**config.mk**
```make
export PLATFORM = sky130hd
export DESIGN_NAME = dspc_top
export DESIGN_NICKNAME = d
export VERILOG_FILES = /design/src/hw/dspc_pkg.sv /design/src/hw/dspc_top.sv
export VERILOG_INCLUDE_DIRS = /design/src /design/src/hw
export SDC_FILE = /design/constraint.sdc
export NUM_CORES = 1
export LEC_CHECK = 0
export BUFFER_PORTS_ARGS = -buffer_cell sky130_fd_sc_hd__buf_2
export CORE_ASPECT_RATIO = 0.75
export CORE_MARGIN = 1.5
export CORE_UTILIZATION = 53
export DETAILED_ROUTE_END_ITERATION = 16
export PLACE_DENSITY = 0.76
export REMOVE_ABC_BUFFERS = 1
export SYNTH_ARGS = -nofsm -noshare
export SYNTH_HDL_FRONTEND = slang
export SYNTH_SLANG_ARGS = --single-unit
```
**constraint.sdc**
```tcl
create_clock -name CLK -period 2.5 [get_ports CLK]
set_clock_uncertainty 0.1 [all_clocks]
set_input_delay 0.625 -clock CLK [delete_from_list [all_inputs] [get_ports CLK]]
set_output_delay 0.625 -clock CLK [all_outputs]
set_load 0.05 [all_outputs]
```
**src/hw/dspc_params.svh**
```systemverilog
/*
  Constants of the drive serial port control block: codes, defaults and timing.
  Assumes a single 100 MHz clock; the bit clock divisors are derived from it here.
*/
// How it works
// - Bit rate code 0..4, default 9600.
// - Parity code: none, even, odd; default none.
// - On comm fault pass stop-method code out.
// - Detection enable 0 never raises a fault.
// - Fault when silence exceeds loss-detection time.
// - Loss time 0.0 to 10.0 s, default 2.0.
// - Reply waits 5 to 65 ms after message.
// - Transmit request always on, or only sending.
// - Protocol code 0..2, default Modbus.
`ifndef DSPC_PARAMS_SVH
`define DSPC_PARAMS_SVH
// Clock period and the time units built on it.
`define DSPC_CLK_NS 10
`define DSPC_MS_NS 1000000
`define DSPC_DSEC_NS 100000000
`define DSPC_CLK_HZ 100000000
// Bit clock divisors, rounded down from the clock rate.
`define DSPC_DIV_1200 (`DSPC_CLK_HZ / 1200)
`define DSPC_DIV_2400 (`DSPC_CLK_HZ / 2400)
`define DSPC_DIV_4800 (`DSPC_CLK_HZ / 4800)
`define DSPC_DIV_9600 (`DSPC_CLK_HZ / 9600)
`define DSPC_DIV_19200 (`DSPC_CLK_HZ / 19200)
// Setting limits, in ms for the reply delay and tenths of a second for loss time.
`define DSPC_DLY_MIN 7'h05
`define DSPC_DLY_MAX 7'h41
`define DSPC_LOSS_MAX 7'h64
// Values the captured settings hold until the capture: 9600 baud and 2.0 s of loss time.
`define DSPC_BAUD_DEF 3'h3
`define DSPC_LOSS_DEF 7'h14
// Cycles the setting inputs settle through the synchroniser before capture.
`define DSPC_CAP_WAIT 2'h3
`endif

```
**src/hw/dspc_pkg.sv**
```systemverilog
/*
  Types of the drive serial port control block.
  Assumes dspc_params.svh holds the numeric constants.
*/
package dspc_pkg;
  // Stop method handed to motor control on a communication fault.
  typedef enum logic [1:0] {DSPC_RAMP = 2'h0, DSPC_COAST = 2'h1, DSPC_FAST = 2'h2, DSPC_ALARM = 2'h3} dspc_stop_t;
  // Message protocol.
  typedef enum logic [1:0] {DSPC_MODBUS = 2'h0, DSPC_BA1 = 2'h1, DSPC_BA2 = 2'h2} dspc_proto_t;
  // Reply sequencer states, one-hot.
  typedef enum logic [2:0] {ST_IDLE = 3'h1, ST_WAIT = 3'h2, ST_SEND = 3'h4} dspc_state_t;
endpackage : dspc_pkg

```
**src/hw/dspc_top.sv**
```systemverilog
/*
  Drive serial port control: setting capture, reply delay, transmit request,
  two-entry reply buffer and communication-loss supervision.
  Assumes the receiver and serialiser run on CLK; setting inputs are asynchronous straps.
*/
`timescale 1ns/1ps
`include "dspc_params.svh"
module dspc_top #(
  parameter int CYC_PER_MS = `DSPC_MS_NS / `DSPC_CLK_NS,
  parameter int CYC_PER_DSEC = `DSPC_DSEC_NS / `DSPC_CLK_NS,
  parameter int DW = 8
) (
  // Clock and reset.
  input wire logic CLK,
  input wire logic RSTN,
  // Setting inputs, read once after each reset.
  input wire logic [2:0] BAUD_SEL,
  input wire logic [1:0] PARITY_SEL,
  input wire dspc_pkg::dspc_stop_t STOP_SEL,
  input wire logic LOSS_DET_EN,
  input wire logic [6:0] COMM_LOSS_TIME,
  input wire logic [6:0] REPLY_DELAY_TIME,
  input wire logic TRANSMIT_REQUEST_CONTROL,
  input wire dspc_pkg::dspc_proto_t PROTOCOL_SEL,
  // Receiver event and serialiser status.
  input wire logic MSG_VALID,
  input wire logic TX_BUSY,
  // Reply words from the protocol engine.
  input wire logic [DW-1:0] IN_DATA,
  input wire logic IN_VALID,
  output logic IN_READY,
  // Reply words to the serialiser.
  output logic [DW-1:0] OUT_DATA,
  output logic OUT_VALID,
  input wire logic OUT_READY,
  // Applied configuration.
  output logic CFG_VALID,
  output logic [16:0] BAUD_DIV,
  output logic PARITY_EN,
  output logic PARITY_ODD,
  output dspc_pkg::dspc_proto_t PROTOCOL,
  // Supervision and line control.
  output logic COMM_FAULT,
  output dspc_pkg::dspc_stop_t STOP_METHOD,
  output logic XMIT_REQ
);
  import dspc_pkg::*;

  localparam int MSW = $clog2(CYC_PER_MS + 1);
  localparam int DSW = $clog2(CYC_PER_DSEC + 1);

  // Refuse prescalers the counters cannot serve.
  if (CYC_PER_MS < 1 || CYC_PER_DSEC < 1 || DW < 1) begin : g_chk
    $error("dspc_top: prescalers and width must be at least one");
  end

  // Bit-rate code to divisor; codes above 4 fall back to the default rate.
  function automatic logic [16:0] baud_div(input logic [2:0] code);
    case (code)
      3'h0: baud_div = 17'(`DSPC_DIV_1200);
      3'h1: baud_div = 17'(`DSPC_DIV_2400);
      3'h2: baud_div = 17'(`DSPC_DIV_4800);
      3'h4: baud_div = 17'(`DSPC_DIV_19200);
      default: baud_div = 17'(`DSPC_DIV_9600);
    endcase
  endfunction : baud_div

  logic [24:0] sync1_r, sync2_r; // Two-stage synchroniser for all 25 setting pin bits.
  logic [1:0] cap_cnt_r; // Settling count before capture.
  logic cfg_done_r; // Settings are captured and frozen.
  logic [2:0] baud_r; // Captured bit-rate code.
  logic [1:0] par_r; // Captured parity code.
  dspc_stop_t stop_r; // Captured stop method.
  logic det_en_r; // Captured detection enable.
  logic [6:0] loss_r; // Captured loss time, tenths of a second.
  logic [6:0] dly_r; // Captured reply delay, ms.
  logic xctl_r; // Captured transmit request control.
  dspc_state_t state_r, state_nxt; // Reply sequencer.
  logic [MSW-1:0] ms_pre_r; // Millisecond prescaler.
  logic [6:0] ms_cnt_r; // Milliseconds waited.
  logic [DSW-1:0] ds_pre_r; // Tenth-second prescaler.
  logic [6:0] loss_cnt_r; // Silent tenths of a second.
  logic [DW-1:0] tail_r; // Second buffer entry.
  logic [1:0] cnt_r, cnt_nxt; // Buffer fill.
  logic sent_r; // At least one reply word sent in this reply.
  logic ms_tick, ds_tick, push, pop;

  // Synchronise the straps; only the second stage is read.
  always_ff @(posedge CLK or negedge RSTN) begin
    if (!RSTN) begin
      sync1_r <= 25'h0;
      sync2_r <= 25'h0;
    end else begin
      sync1_r <= {BAUD_SEL, PARITY_SEL, STOP_SEL, LOSS_DET_EN, COMM_LOSS_TIME, REPLY_DELAY_TIME,
                  TRANSMIT_REQUEST_CONTROL, PROTOCOL_SEL};
      sync2_r <= sync1_r;
    end
  end

  // Capture once after release; later pin changes wait for the next reset.
  always_ff @(posedge CLK or negedge RSTN) begin
    if (!RSTN) begin
      cap_cnt_r <= 2'h0;
      cfg_done_r <= 1'b0;
      baud_r <= `DSPC_BAUD_DEF;
      par_r <= 2'h0;
      stop_r <= DSPC_ALARM;
      det_en_r <= 1'b1;
      loss_r <= `DSPC_LOSS_DEF;
      dly_r <= `DSPC_DLY_MIN;
      xctl_r <= 1'b1;
      PROTOCOL <= DSPC_MODBUS;
      BAUD_DIV <= 17'(`DSPC_DIV_9600);
      PARITY_EN <= 1'b0;
      PARITY_ODD <= 1'b0;
      STOP_METHOD <= DSPC_ALARM;
      CFG_VALID <= 1'b0;
    end else if (!cfg_done_r) begin
      if (cap_cnt_r != `DSPC_CAP_WAIT) begin
        cap_cnt_r <= cap_cnt_r + 2'h1;
      end else begin
        cfg_done_r <= 1'b1;
        CFG_VALID <= 1'b1;
        // Field positions follow the packing order of the synchroniser input above.
        baud_r <= sync2_r[24:22];
        BAUD_DIV <= baud_div(sync2_r[24:22]);
        par_r <= sync2_r[21:20];
        PARITY_EN <= sync2_r[21:20] == 2'h1 || sync2_r[21:20] == 2'h2;
        PARITY_ODD <= sync2_r[21:20] == 2'h2;
        stop_r <= dspc_stop_t'(sync2_r[19:18]);
        STOP_METHOD <= dspc_stop_t'(sync2_r[19:18]);
        det_en_r <= sync2_r[17];
        // Out-of-range loss and delay times are clamped to the nearest legal value.
        loss_r <= sync2_r[16:10] > `DSPC_LOSS_MAX ? `DSPC_LOSS_MAX : sync2_r[16:10];
        dly_r <= sync2_r[9:3] < `DSPC_DLY_MIN ? `DSPC_DLY_MIN :
                 sync2_r[9:3] > `DSPC_DLY_MAX ? `DSPC_DLY_MAX : sync2_r[9:3];
        xctl_r <= sync2_r[2];
        PROTOCOL <= sync2_r[1:0] > 2'h2 ? DSPC_MODBUS : dspc_proto_t'(sync2_r[1:0]);
      end
    end
  end

  // Prescalers; the ms one restarts with each message so the delay is exact.
  assign ms_tick = ms_pre_r == MSW'(CYC_PER_MS - 1);
  assign ds_tick = ds_pre_r == DSW'(CYC_PER_DSEC - 1);
  always_ff @(posedge CLK or negedge RSTN) begin
    if (!RSTN) begin
      ms_pre_r <= '0;
      ds_pre_r <= '0;
    end else begin
      ms_pre_r <= (MSG_VALID || ms_tick) ? '0 : ms_pre_r + MSW'(1);
      ds_pre_r <= (MSG_VALID || ds_tick) ? '0 : ds_pre_r + DSW'(1);
    end
  end

  // Loss supervision; a message clears the fault and the count, and wins over a tick.
  always_ff @(posedge CLK or negedge RSTN) begin
    if (!RSTN) begin
      loss_cnt_r <= 7'h0;
      COMM_FAULT <= 1'b0;
    end else if (!cfg_done_r || !det_en_r) begin
      loss_cnt_r <= 7'h0;
      COMM_FAULT <= 1'b0;
    end else if (MSG_VALID) begin
      loss_cnt_r <= 7'h0;
      COMM_FAULT <= 1'b0;
    end else if (ds_tick && !COMM_FAULT) begin
      loss_cnt_r <= loss_cnt_r + 7'h1;
      if (loss_cnt_r >= loss_r) begin
        COMM_FAULT <= 1'b1;
      end
    end
  end

  // Buffer handshakes; the serialiser only sees words while sending.
  assign push = IN_VALID && IN_READY;
  assign pop = OUT_VALID && OUT_READY;
  always_comb begin
    cnt_nxt = cnt_r + 2'(push) - 2'(pop);
  end

  // Reply sequencer: wait the delay after a message, then release the buffer.
  always_comb begin
    state_nxt = state_r;
    case (state_r)
      ST_IDLE: if (MSG_VALID && cfg_done_r) begin
        state_nxt = ST_WAIT;
      end
      ST_WAIT: if (ms_tick && ms_cnt_r == dly_r - 7'h1) begin
        state_nxt = ST_SEND;
      end
      ST_SEND: if (sent_r && cnt_r == 2'h0 && !TX_BUSY) begin
        state_nxt = ST_IDLE;
      end
      default: state_nxt = ST_IDLE;
    endcase
  end

  // Sequencer state and delay count.
  always_ff @(posedge CLK or negedge RSTN) begin
    if (!RSTN) begin
      state_r <= ST_IDLE;
      ms_cnt_r <= 7'h0;
      sent_r <= 1'b0;
    end else begin
      state_r <= state_nxt;
      ms_cnt_r <= state_r != ST_WAIT ? 7'h0 : ms_cnt_r + 7'(ms_tick);
      sent_r <= state_r == ST_SEND && (sent_r || pop);
    end
  end

  // Transmit request; with control 0 it stays on after capture.
  always_ff @(posedge CLK or negedge RSTN) begin
    if (!RSTN) begin
      XMIT_REQ <= 1'b0;
    end else begin
      XMIT_REQ <= cfg_done_r && (!xctl_r || state_nxt == ST_SEND);
    end
  end

  // Two-entry buffer: OUT_DATA is the head, tail_r holds the second word.
  // A full register pair keeps the ready flop exact without a combinational path.
  always_ff @(posedge CLK or negedge RSTN) begin
    if (!RSTN) begin
      cnt_r <= 2'h0;
      OUT_DATA <= '0;
      tail_r <= '0;
      IN_READY <= 1'b0;
      OUT_VALID <= 1'b0;
    end else begin
      cnt_r <= cnt_nxt;
      IN_READY <= cfg_done_r && cnt_nxt != 2'h2;
      OUT_VALID <= cnt_nxt != 2'h0 && state_nxt == ST_SEND;
      if (pop) begin
        OUT_DATA <= cnt_r == 2'h2 ? tail_r : IN_DATA;
        if (push && cnt_r == 2'h2) begin
          tail_r <= IN_DATA;
        end
      end else if (push) begin
        if (cnt_r == 2'h0) begin
          OUT_DATA <= IN_DATA;
        end else begin
          tail_r <= IN_DATA;
        end
      end
    end
  end

  // Checks on the applied settings, supervision, reply timing and transmit request.
  a_baud_default: assert property (@(posedge CLK) disable iff (!RSTN)
    cfg_done_r && baud_r == 3'h3 |-> BAUD_DIV == 17'(`DSPC_DIV_9600)) else $error("bit rate divisor wrong");
  a_parity_map: assert property (@(posedge CLK) disable iff (!RSTN)
    cfg_done_r |-> PARITY_ODD == (par_r == 2'h2) && PARITY_EN == (par_r == 2'h1 || par_r == 2'h2))
    else $error("parity outputs wrong");
  a_stop_passed: assert property (@(posedge CLK) disable iff (!RSTN)
    COMM_FAULT |-> STOP_METHOD == stop_r) else $error("stop method not passed");
  a_no_fault_off: assert property (@(posedge CLK) disable iff (!RSTN)
    cfg_done_r && !det_en_r |=> !COMM_FAULT) else $error("fault with detection off");
  a_fault_late: assert property (@(posedge CLK) disable iff (!RSTN)
    $rose(COMM_FAULT) |-> loss_cnt_r > loss_r && det_en_r) else $error("fault before loss time");
  a_loss_range: assert property (@(posedge CLK) disable iff (!RSTN)
    cfg_done_r |-> loss_r <= `DSPC_LOSS_MAX) else $error("loss time out of range");
  a_reply_wait: assert property (@(posedge CLK) disable iff (!RSTN)
    state_r == ST_SEND && $past(state_r) == ST_WAIT |-> $past(ms_cnt_r) == dly_r - 7'h1 && $past(ms_tick))
    else $error("reply released early");
  a_xreq_send: assert property (@(posedge CLK) disable iff (!RSTN)
    cfg_done_r && xctl_r |-> XMIT_REQ == (state_r == ST_SEND)) else $error("transmit request off send");
  a_xreq_on: assert property (@(posedge CLK) disable iff (!RSTN)
    cfg_done_r && !xctl_r |=> XMIT_REQ [*2]) else $error("transmit request dropped");
  a_proto_legal: assert property (@(posedge CLK) disable iff (!RSTN)
    PROTOCOL != 2'h3) else $error("illegal protocol");
  a_cfg_frozen: assert property (@(posedge CLK) disable iff (!RSTN)
    cfg_done_r |=> $stable(BAUD_DIV) && $stable(PROTOCOL) && $stable(dly_r)) else $error("settings changed");
  a_msg_restart: assert property (@(posedge CLK) disable iff (!RSTN)
    cfg_done_r && MSG_VALID |=> !COMM_FAULT && loss_cnt_r == 7'h0) else $error("message did not restart");
  c_fault: cover property (@(posedge CLK) disable iff (!RSTN) $rose(COMM_FAULT));
  c_send: cover property (@(posedge CLK) disable iff (!RSTN) pop ##1 pop);
  c_full: cover property (@(posedge CLK) disable iff (!RSTN) cnt_r == 2'h2 && !OUT_READY);
endmodule : dspc_top

```
# Yosys cells after proc, flatten, opt, wreduce, memory -nomap -nowiden
# Cells that the tools add are included.
# classes
add_sub_neg,8
n_mul,0
div,0
magnitude_cmp,5
n_eq_ne,18
shift,0
muxes,29
n_bitwise,2
n_reduce_logical,35
# op_table
op,count
17-bit case mux with 4 select lines,1
8-bit two-way mux,8
7-bit two-way mux,7
"24-bit by 1-bit adder with 24-bit output, second input constant",1
"24-bit == test, second input constant",1
24-bit two-way mux,1
"17-bit by 1-bit adder with 17-bit output, second input constant",1
"17-bit == test, second input constant",1
17-bit two-way mux,1
"7-bit > comparator, second input constant",2
1-bit logical AND,12
"3-bit == test, second input constant",3
3-bit two-way mux,3
3-bit case mux with 3 select lines,1
2-bit AND reduction,4
7-bit by 1-bit adder with 7-bit output,1
"7-bit by 1-bit adder with 7-bit output, second input constant",1
7-bit == test,1
7-bit greater-or-equal comparator,1
"7-bit by 3-bit < comparator with 1-bit output, second input constant",1
"7-bit by 1-bit subtractor with 7-bit output, second input constant",1
"3-bit by 1-bit == test with 1-bit output, second input constant",2
"3-bit by 2-bit == test with 1-bit output, second input constant",2
1-bit logical OR,6
other kinds (18),34
# word_totals
reg_bits,174
latchBits,0
ram_bits,0
romBits,0
input_bits,39
output_inout_bits,36
wordCells,124
n_memories,0

# Depth between registers and ports, before layout
# logic_depth
depth_word,8
ltp_mapped,10
ltp_nobuf,10

# Worst setup path before layout
# Ideal clock, no wire load.
# synth_timing
path_type,reg2reg
startpoint,register ms_pre_r[6]
endpoint,register ms_cnt_r[6]
setup_ns,0.126
t_arrival_ns,2.164
t_required_ns,2.274
path_slack_ns,0.109
stages_incl_launch_ff,9
n_path_buf,0
synth_period_minus_slack_ns,2.391
cell_sequence,dfrtp_1 or4b_2 nor4_4 ha_1 ha_1 nand3_1 nor2_1 xnor2_1 nor2_1
# synth_between
elab_chain_cells,3
# synth_rtl
item,line,text
start: declaration,dspc_top.sv:79,logic [MSW-1:0] ms_pre_r;
start signal: assignment,dspc_top.sv:151,ms_pre_r <= (MSG_VALID || ms_tick) ? '0 : ms_pre_r + MSW'(1);
17-bit == test,dspc_top.sv:144,assign ms_tick = ms_pre_r == MSW'(CYC_PER_MS - 1);
7-bit by 1-bit adder with 7-bit output,dspc_top.sv:207,ms_cnt_r <= state_r != ST_WAIT ? 7'h0 : ms_cnt_r + 7'(ms_tick);
7-bit two-way mux,dspc_top.sv:207,
end signal: assignment,dspc_top.sv:207,
end: declaration,dspc_top.sv:80,logic [6:0] ms_cnt_r;
# Every way passes these cells.
# A chain may end at the register's enable or synchronous reset.

# Worst setup path in the final report
# layout_timing
startpoint,register ms_pre_r[5]
endpoint,register ms_cnt_r[6]
# The elaborated chain is that of the path after synthesis.

==> run summary <==
PLACEMENT
--------------------------------------------------------------------------------------------------
Post-Place Worst Slack                                                                  0.00911 ns
Global placement routability congestion                                                      0.833
Cell total after placement                                                                     867
Count of input and output buffers                                                               74
Detailed placement HPWL                                                                    8860 µm

WORST SETUP PATH
--------------------------------------------------------------------------------------------------
Data required, critical path                                                               2.70 ns
Nature of the critical path startpoint                                                        flop
Kind of end point of the critical path                                                        flop
Worst reg2reg startpoint                                                              ms_pre_r[5]$_DFF_PN0_
Worst setup path startpoint                                                           ms_pre_r[5]$_DFF_PN0_
Flop-to-flop setup slack                                                                   0.10 ns
Critical path peak fanout                                                                        4
Type of the worst setup path                                                               reg2reg
Arrival time reported for the critical path endpoint                                       2.60 ns
Capturing point of the worst reg2reg path                                             ms_cnt_r[6]$_DFF_PN0_
R2r worst-path depth                                                                             8

LOGIC SYNTHESIS
--------------------------------------------------------------------------------------------------
Synth warnings                                                                                   0
Multiplexer share of the synthesized area                                                    2.72%
Adder-cell area share of the yosys netlist                                                   3.20%
Post-Synthesis Mean Instance Area                                                         11.1 µm²
Leading post-synthesis cells by instance count                                        sky130_fd_sc_hd__dfrtp_1, sky130_fd_sc_hd__nor2_1, sky130_fd_sc_hd__nand2_1, sky130_fd_sc_hd__xor2_1, sky130_fd_sc_hd__xnor2_1
Dominant cell type by area after synthesis                                            sky130_fd_sc_hd__dfrtp_1
Compound-gate portion of the synthesized area                                                5.91%
Most frequent cell after synthesis                                                    sky130_fd_sc_hd__dfrtp_1
Top post-synthesis cells by area                                                      sky130_fd_sc_hd__dfrtp_1, sky130_fd_sc_hd__dfstp_2, sky130_fd_sc_hd__nor2_1
Async set-reset flop share out of synthesis                                                   100%
Combinational family with the most area after synthesis                               simple AND/OR/NAND/NOR gates
Count of flip-flops with a built-in enable after synthesis                                       0
Sequential-to-total area share from yosys stat                                               60.4%
Top flip-flop cell by instance count after synthesis                                  sky130_fd_sc_hd__dfrtp_1
Top cell type's share of synthesized area                                                    55.1%
Share of the synthesized netlist area taken by xor and xnor gates                            6.85%
#FFs+latches synth                                                                             169
Netlist cell types                                                                              52
Synth Cell Area                                                                           7030 µm²
Basic-gate share of the synthesized area counting and, or, nand and nor cells                18.0%
Number of instances in the synthesized netlist                                                 633

GLOBAL ROUTE
--------------------------------------------------------------------------------------------------
Antenna violations before repair                                                                 0
Via count of the first global-routing pass                                                    4778
Remaining Overflow, GRT                                                                          0
Maximum number of pins on one net before global-route repair                                    53
First-pass GRT wire length                                                                22100 µm
Overall fraction of global-route tracks in use                                               20.3%

TIMING
--------------------------------------------------------------------------------------------------
Worst-Margin Slew                                                                         0.566 ns
Max Slew Vio Count                                                                               0
Min Clock Period, post-route                                                               2.40 ns
Setup-failing EPs final                                                                          0
Final critical-path share of the clock period                                                95.9%
Post-layout worst setup margin                                                            0.102 ns
Final hold violation count                                                                       0
Hold Slack                                                                               0.0470 ns
Maximum frequency from static timing analysis                                              417 MHz
Worst slew margin relative to its limit                                                      61.9%

MIN PATH
--------------------------------------------------------------------------------------------------
Worst min-delay path category                                                             in2async

CTS
--------------------------------------------------------------------------------------------------
Worst-Skew Late Latency                                                                    0.42 ns
Clock tree from TritonCTS                                                                    built
Hold-fix buffers at CTS                                                                          0
Clock transition time at the flip-flop clock pins of the worst setup and hold paths        0.06 ns
Library cell used as clock root buffer                                                sky130_fd_sc_hd__clkbuf_16
H-tree depth                                                                                     4
TritonCTS Buffers                                                                               17
Clock net sink count                                                                           169
Deepest clock path buffer count                                                                  2

LAYOUT
--------------------------------------------------------------------------------------------------
Antenna Diode Count                                                                              0
Layout overhead on the synthesized area                                                      19.1%
Layout cells sized above 1                                                                   22.3%
Fillers                                                                                       1009
Non-filler instance count after layout                                                         905
Fin nets                                                                                       778

DIE
--------------------------------------------------------------------------------------------------
Core box area                                                                            13000 µm²
DIE WIDTH                                                                                   136 µm
Number of standard-cell rows in the floorplan                                                   36
Total die area                                                                           14000 µm²
Io pins                                                                                         75
Initial Util                                                                                 54.2%
Y dimension of the die                                                                      103 µm

ROUTING
--------------------------------------------------------------------------------------------------
Via density per instance                                                                      5.33
Final routed DRC violation total                                                                 0
Initial DRC count                                                                              204
Vias after detailed routing                                                                   4825
Total length of routed wires                                                              13200 µm
DR pass1 iterations                                                                              4
Final routed wire length divided by cell count                                             14.6 µm
Antenna violation net count after detailed routing                                               0

PWR
--------------------------------------------------------------------------------------------------
Leakage component of the power                                                             3.92 nW
Power density over cell area                                                            828 nW/µm²
Overall power of the completed layout                                                      6.93 mW
Worst vdd rail ir drop                                                                  0.000687 V

STATUS
--------------------------------------------------------------------------------------------------
Outcome                                                                               finished, final reports clean

FLOW RUN
--------------------------------------------------------------------------------------------------
Maximum capacitance violations                                                                   0

==> how the worst max path moves through the flow <==
stage | end | slack, ns | cells after the start
2_1_floorplan | ms_cnt_r[6]$_DFF_PN0_ | 0.12 | 8
3_3_place_gp | state_r[1]$_DFF_PN0_ | 0.08 | 7
3_5_place_dp | ms_cnt_r[6]$_DFF_PN0_ | 0.009 | 8
4_1_cts | state_r[1]$_DFF_PN0_ | 0.005 | 7
5_1_grt | ms_cnt_r[6]$_DFF_PN0_ | -0.00005 | 8
6_report | ms_cnt_r[6]$_DFF_PN0_ | 0.10 | 8
==> worst max-delay path, cell delays in order, from the launching register on <==
cell	delay [ns]
sky130_fd_sc_hd__dfrtp_1	0.41
sky130_fd_sc_hd__or4_4	0.57
sky130_fd_sc_hd__nor4_4	0.30
sky130_fd_sc_hd__ha_2	0.25
sky130_fd_sc_hd__ha_2	0.19
sky130_fd_sc_hd__nand3_1	0.12
sky130_fd_sc_hd__nor2_1	0.17
sky130_fd_sc_hd__xnor2_1	0.13
sky130_fd_sc_hd__nor2_1	0.05
==> layout by cell type, fill, tap and decap left out, types with 14 or more instances in the layout <==
master / instances
sky130_fd_sc_hd__xor2_1: 30
sky130_fd_sc_hd__o21ai_0: 17
sky130_fd_sc_hd__buf_4: 20
sky130_fd_sc_hd__buf_2: 73
sky130_fd_sc_hd__nand4_1: 18
sky130_fd_sc_hd__xnor2_1: 25
sky130_fd_sc_hd__dfstp_2: 14
sky130_fd_sc_hd__nor2_1: 80
sky130_fd_sc_hd__nand2_1: 73
sky130_fd_sc_hd__a21oi_1: 19
sky130_fd_sc_hd__clkbuf_16: 17
sky130_fd_sc_hd__inv_1: 22
sky130_fd_sc_hd__dfrtp_1: 155
sky130_fd_sc_hd__ha_1: 14
sky130_fd_sc_hd__nand3_1: 20
==> state kept, by name, indices dropped and copies added (netlist names), 3 cells and up <==
signal	flops
loss_r	7
ds_pre_r	24
ms_cnt_r	7
tail_r	8
OUT_DATA	8
loss_cnt_r	7
sync1_r	25
ms_pre_r	17
sync2_r	25
dly_r	7
state_r	3
BAUD_DIV	12
==> stage by stage <==
step	area, µm²	TNS, ns	util (%)
floorplan	6910	0	-
finish	8380	0	64.6
CTS	8280	0	63.8
global placement	7640	0	58.9
detailed placement	7640	0	58.9
global route	8380	-0.0000542	64.6
==> cells by family after synthesis <==
kind of cell	after synthesis
AO/OA/AOI/OAI	66
XOR/XNOR	55
adder cells (fa/ha/maj)	18
buffers and inverters	49
flip-flops	169
multiplexers	18
AND/OR/NAND/NOR	258
==> per-layer routing <==
| metal | vias up | routed length, µm | global-route usage [%] |
|---|---|---|---|
| li1 | 2321 | - | - |
| met2 | 116 | 6390 | 33.3 |
| met3 | 24 | 599 | 5.46 |
| met5 | - | 0 | 0 |
| met4 | 0 | 210 | 7.20 |
| met1 | 2364 | 6010 | 26.3 |
==> cell type report <==
type	count	area [µm²]	share of cell area, %
repair buffers	96	567	6.77
flip-flops and latches	169	4250	50.7
inverters	22	82.6	0.986
multi-input cells	415	2640	31.5
well taps	171	214	2.55
clock buffers	22	464	5.54
clock inverters	10	165	1.97
==> what timing repair did <==
action,CTS,global route
pin swaps,2,6
gates resized for setup,1,11
setup buffers,0,6
endpoints found under the setup margin,1,5
==> where the power goes <==
| group | internal, mW | switching [mW] | leakage, nW |
|---|---|---|---|
| Combinational | 0.340 | 0.675 | 1.53 |
| Clock | 1.73 | 1.02 | 0.297 |
| Sequential | 3.01 | 0.158 | 2.09 |
| Total | 5.08 | 1.85 | 3.92 |
Power figures use the tool's default switching activity.
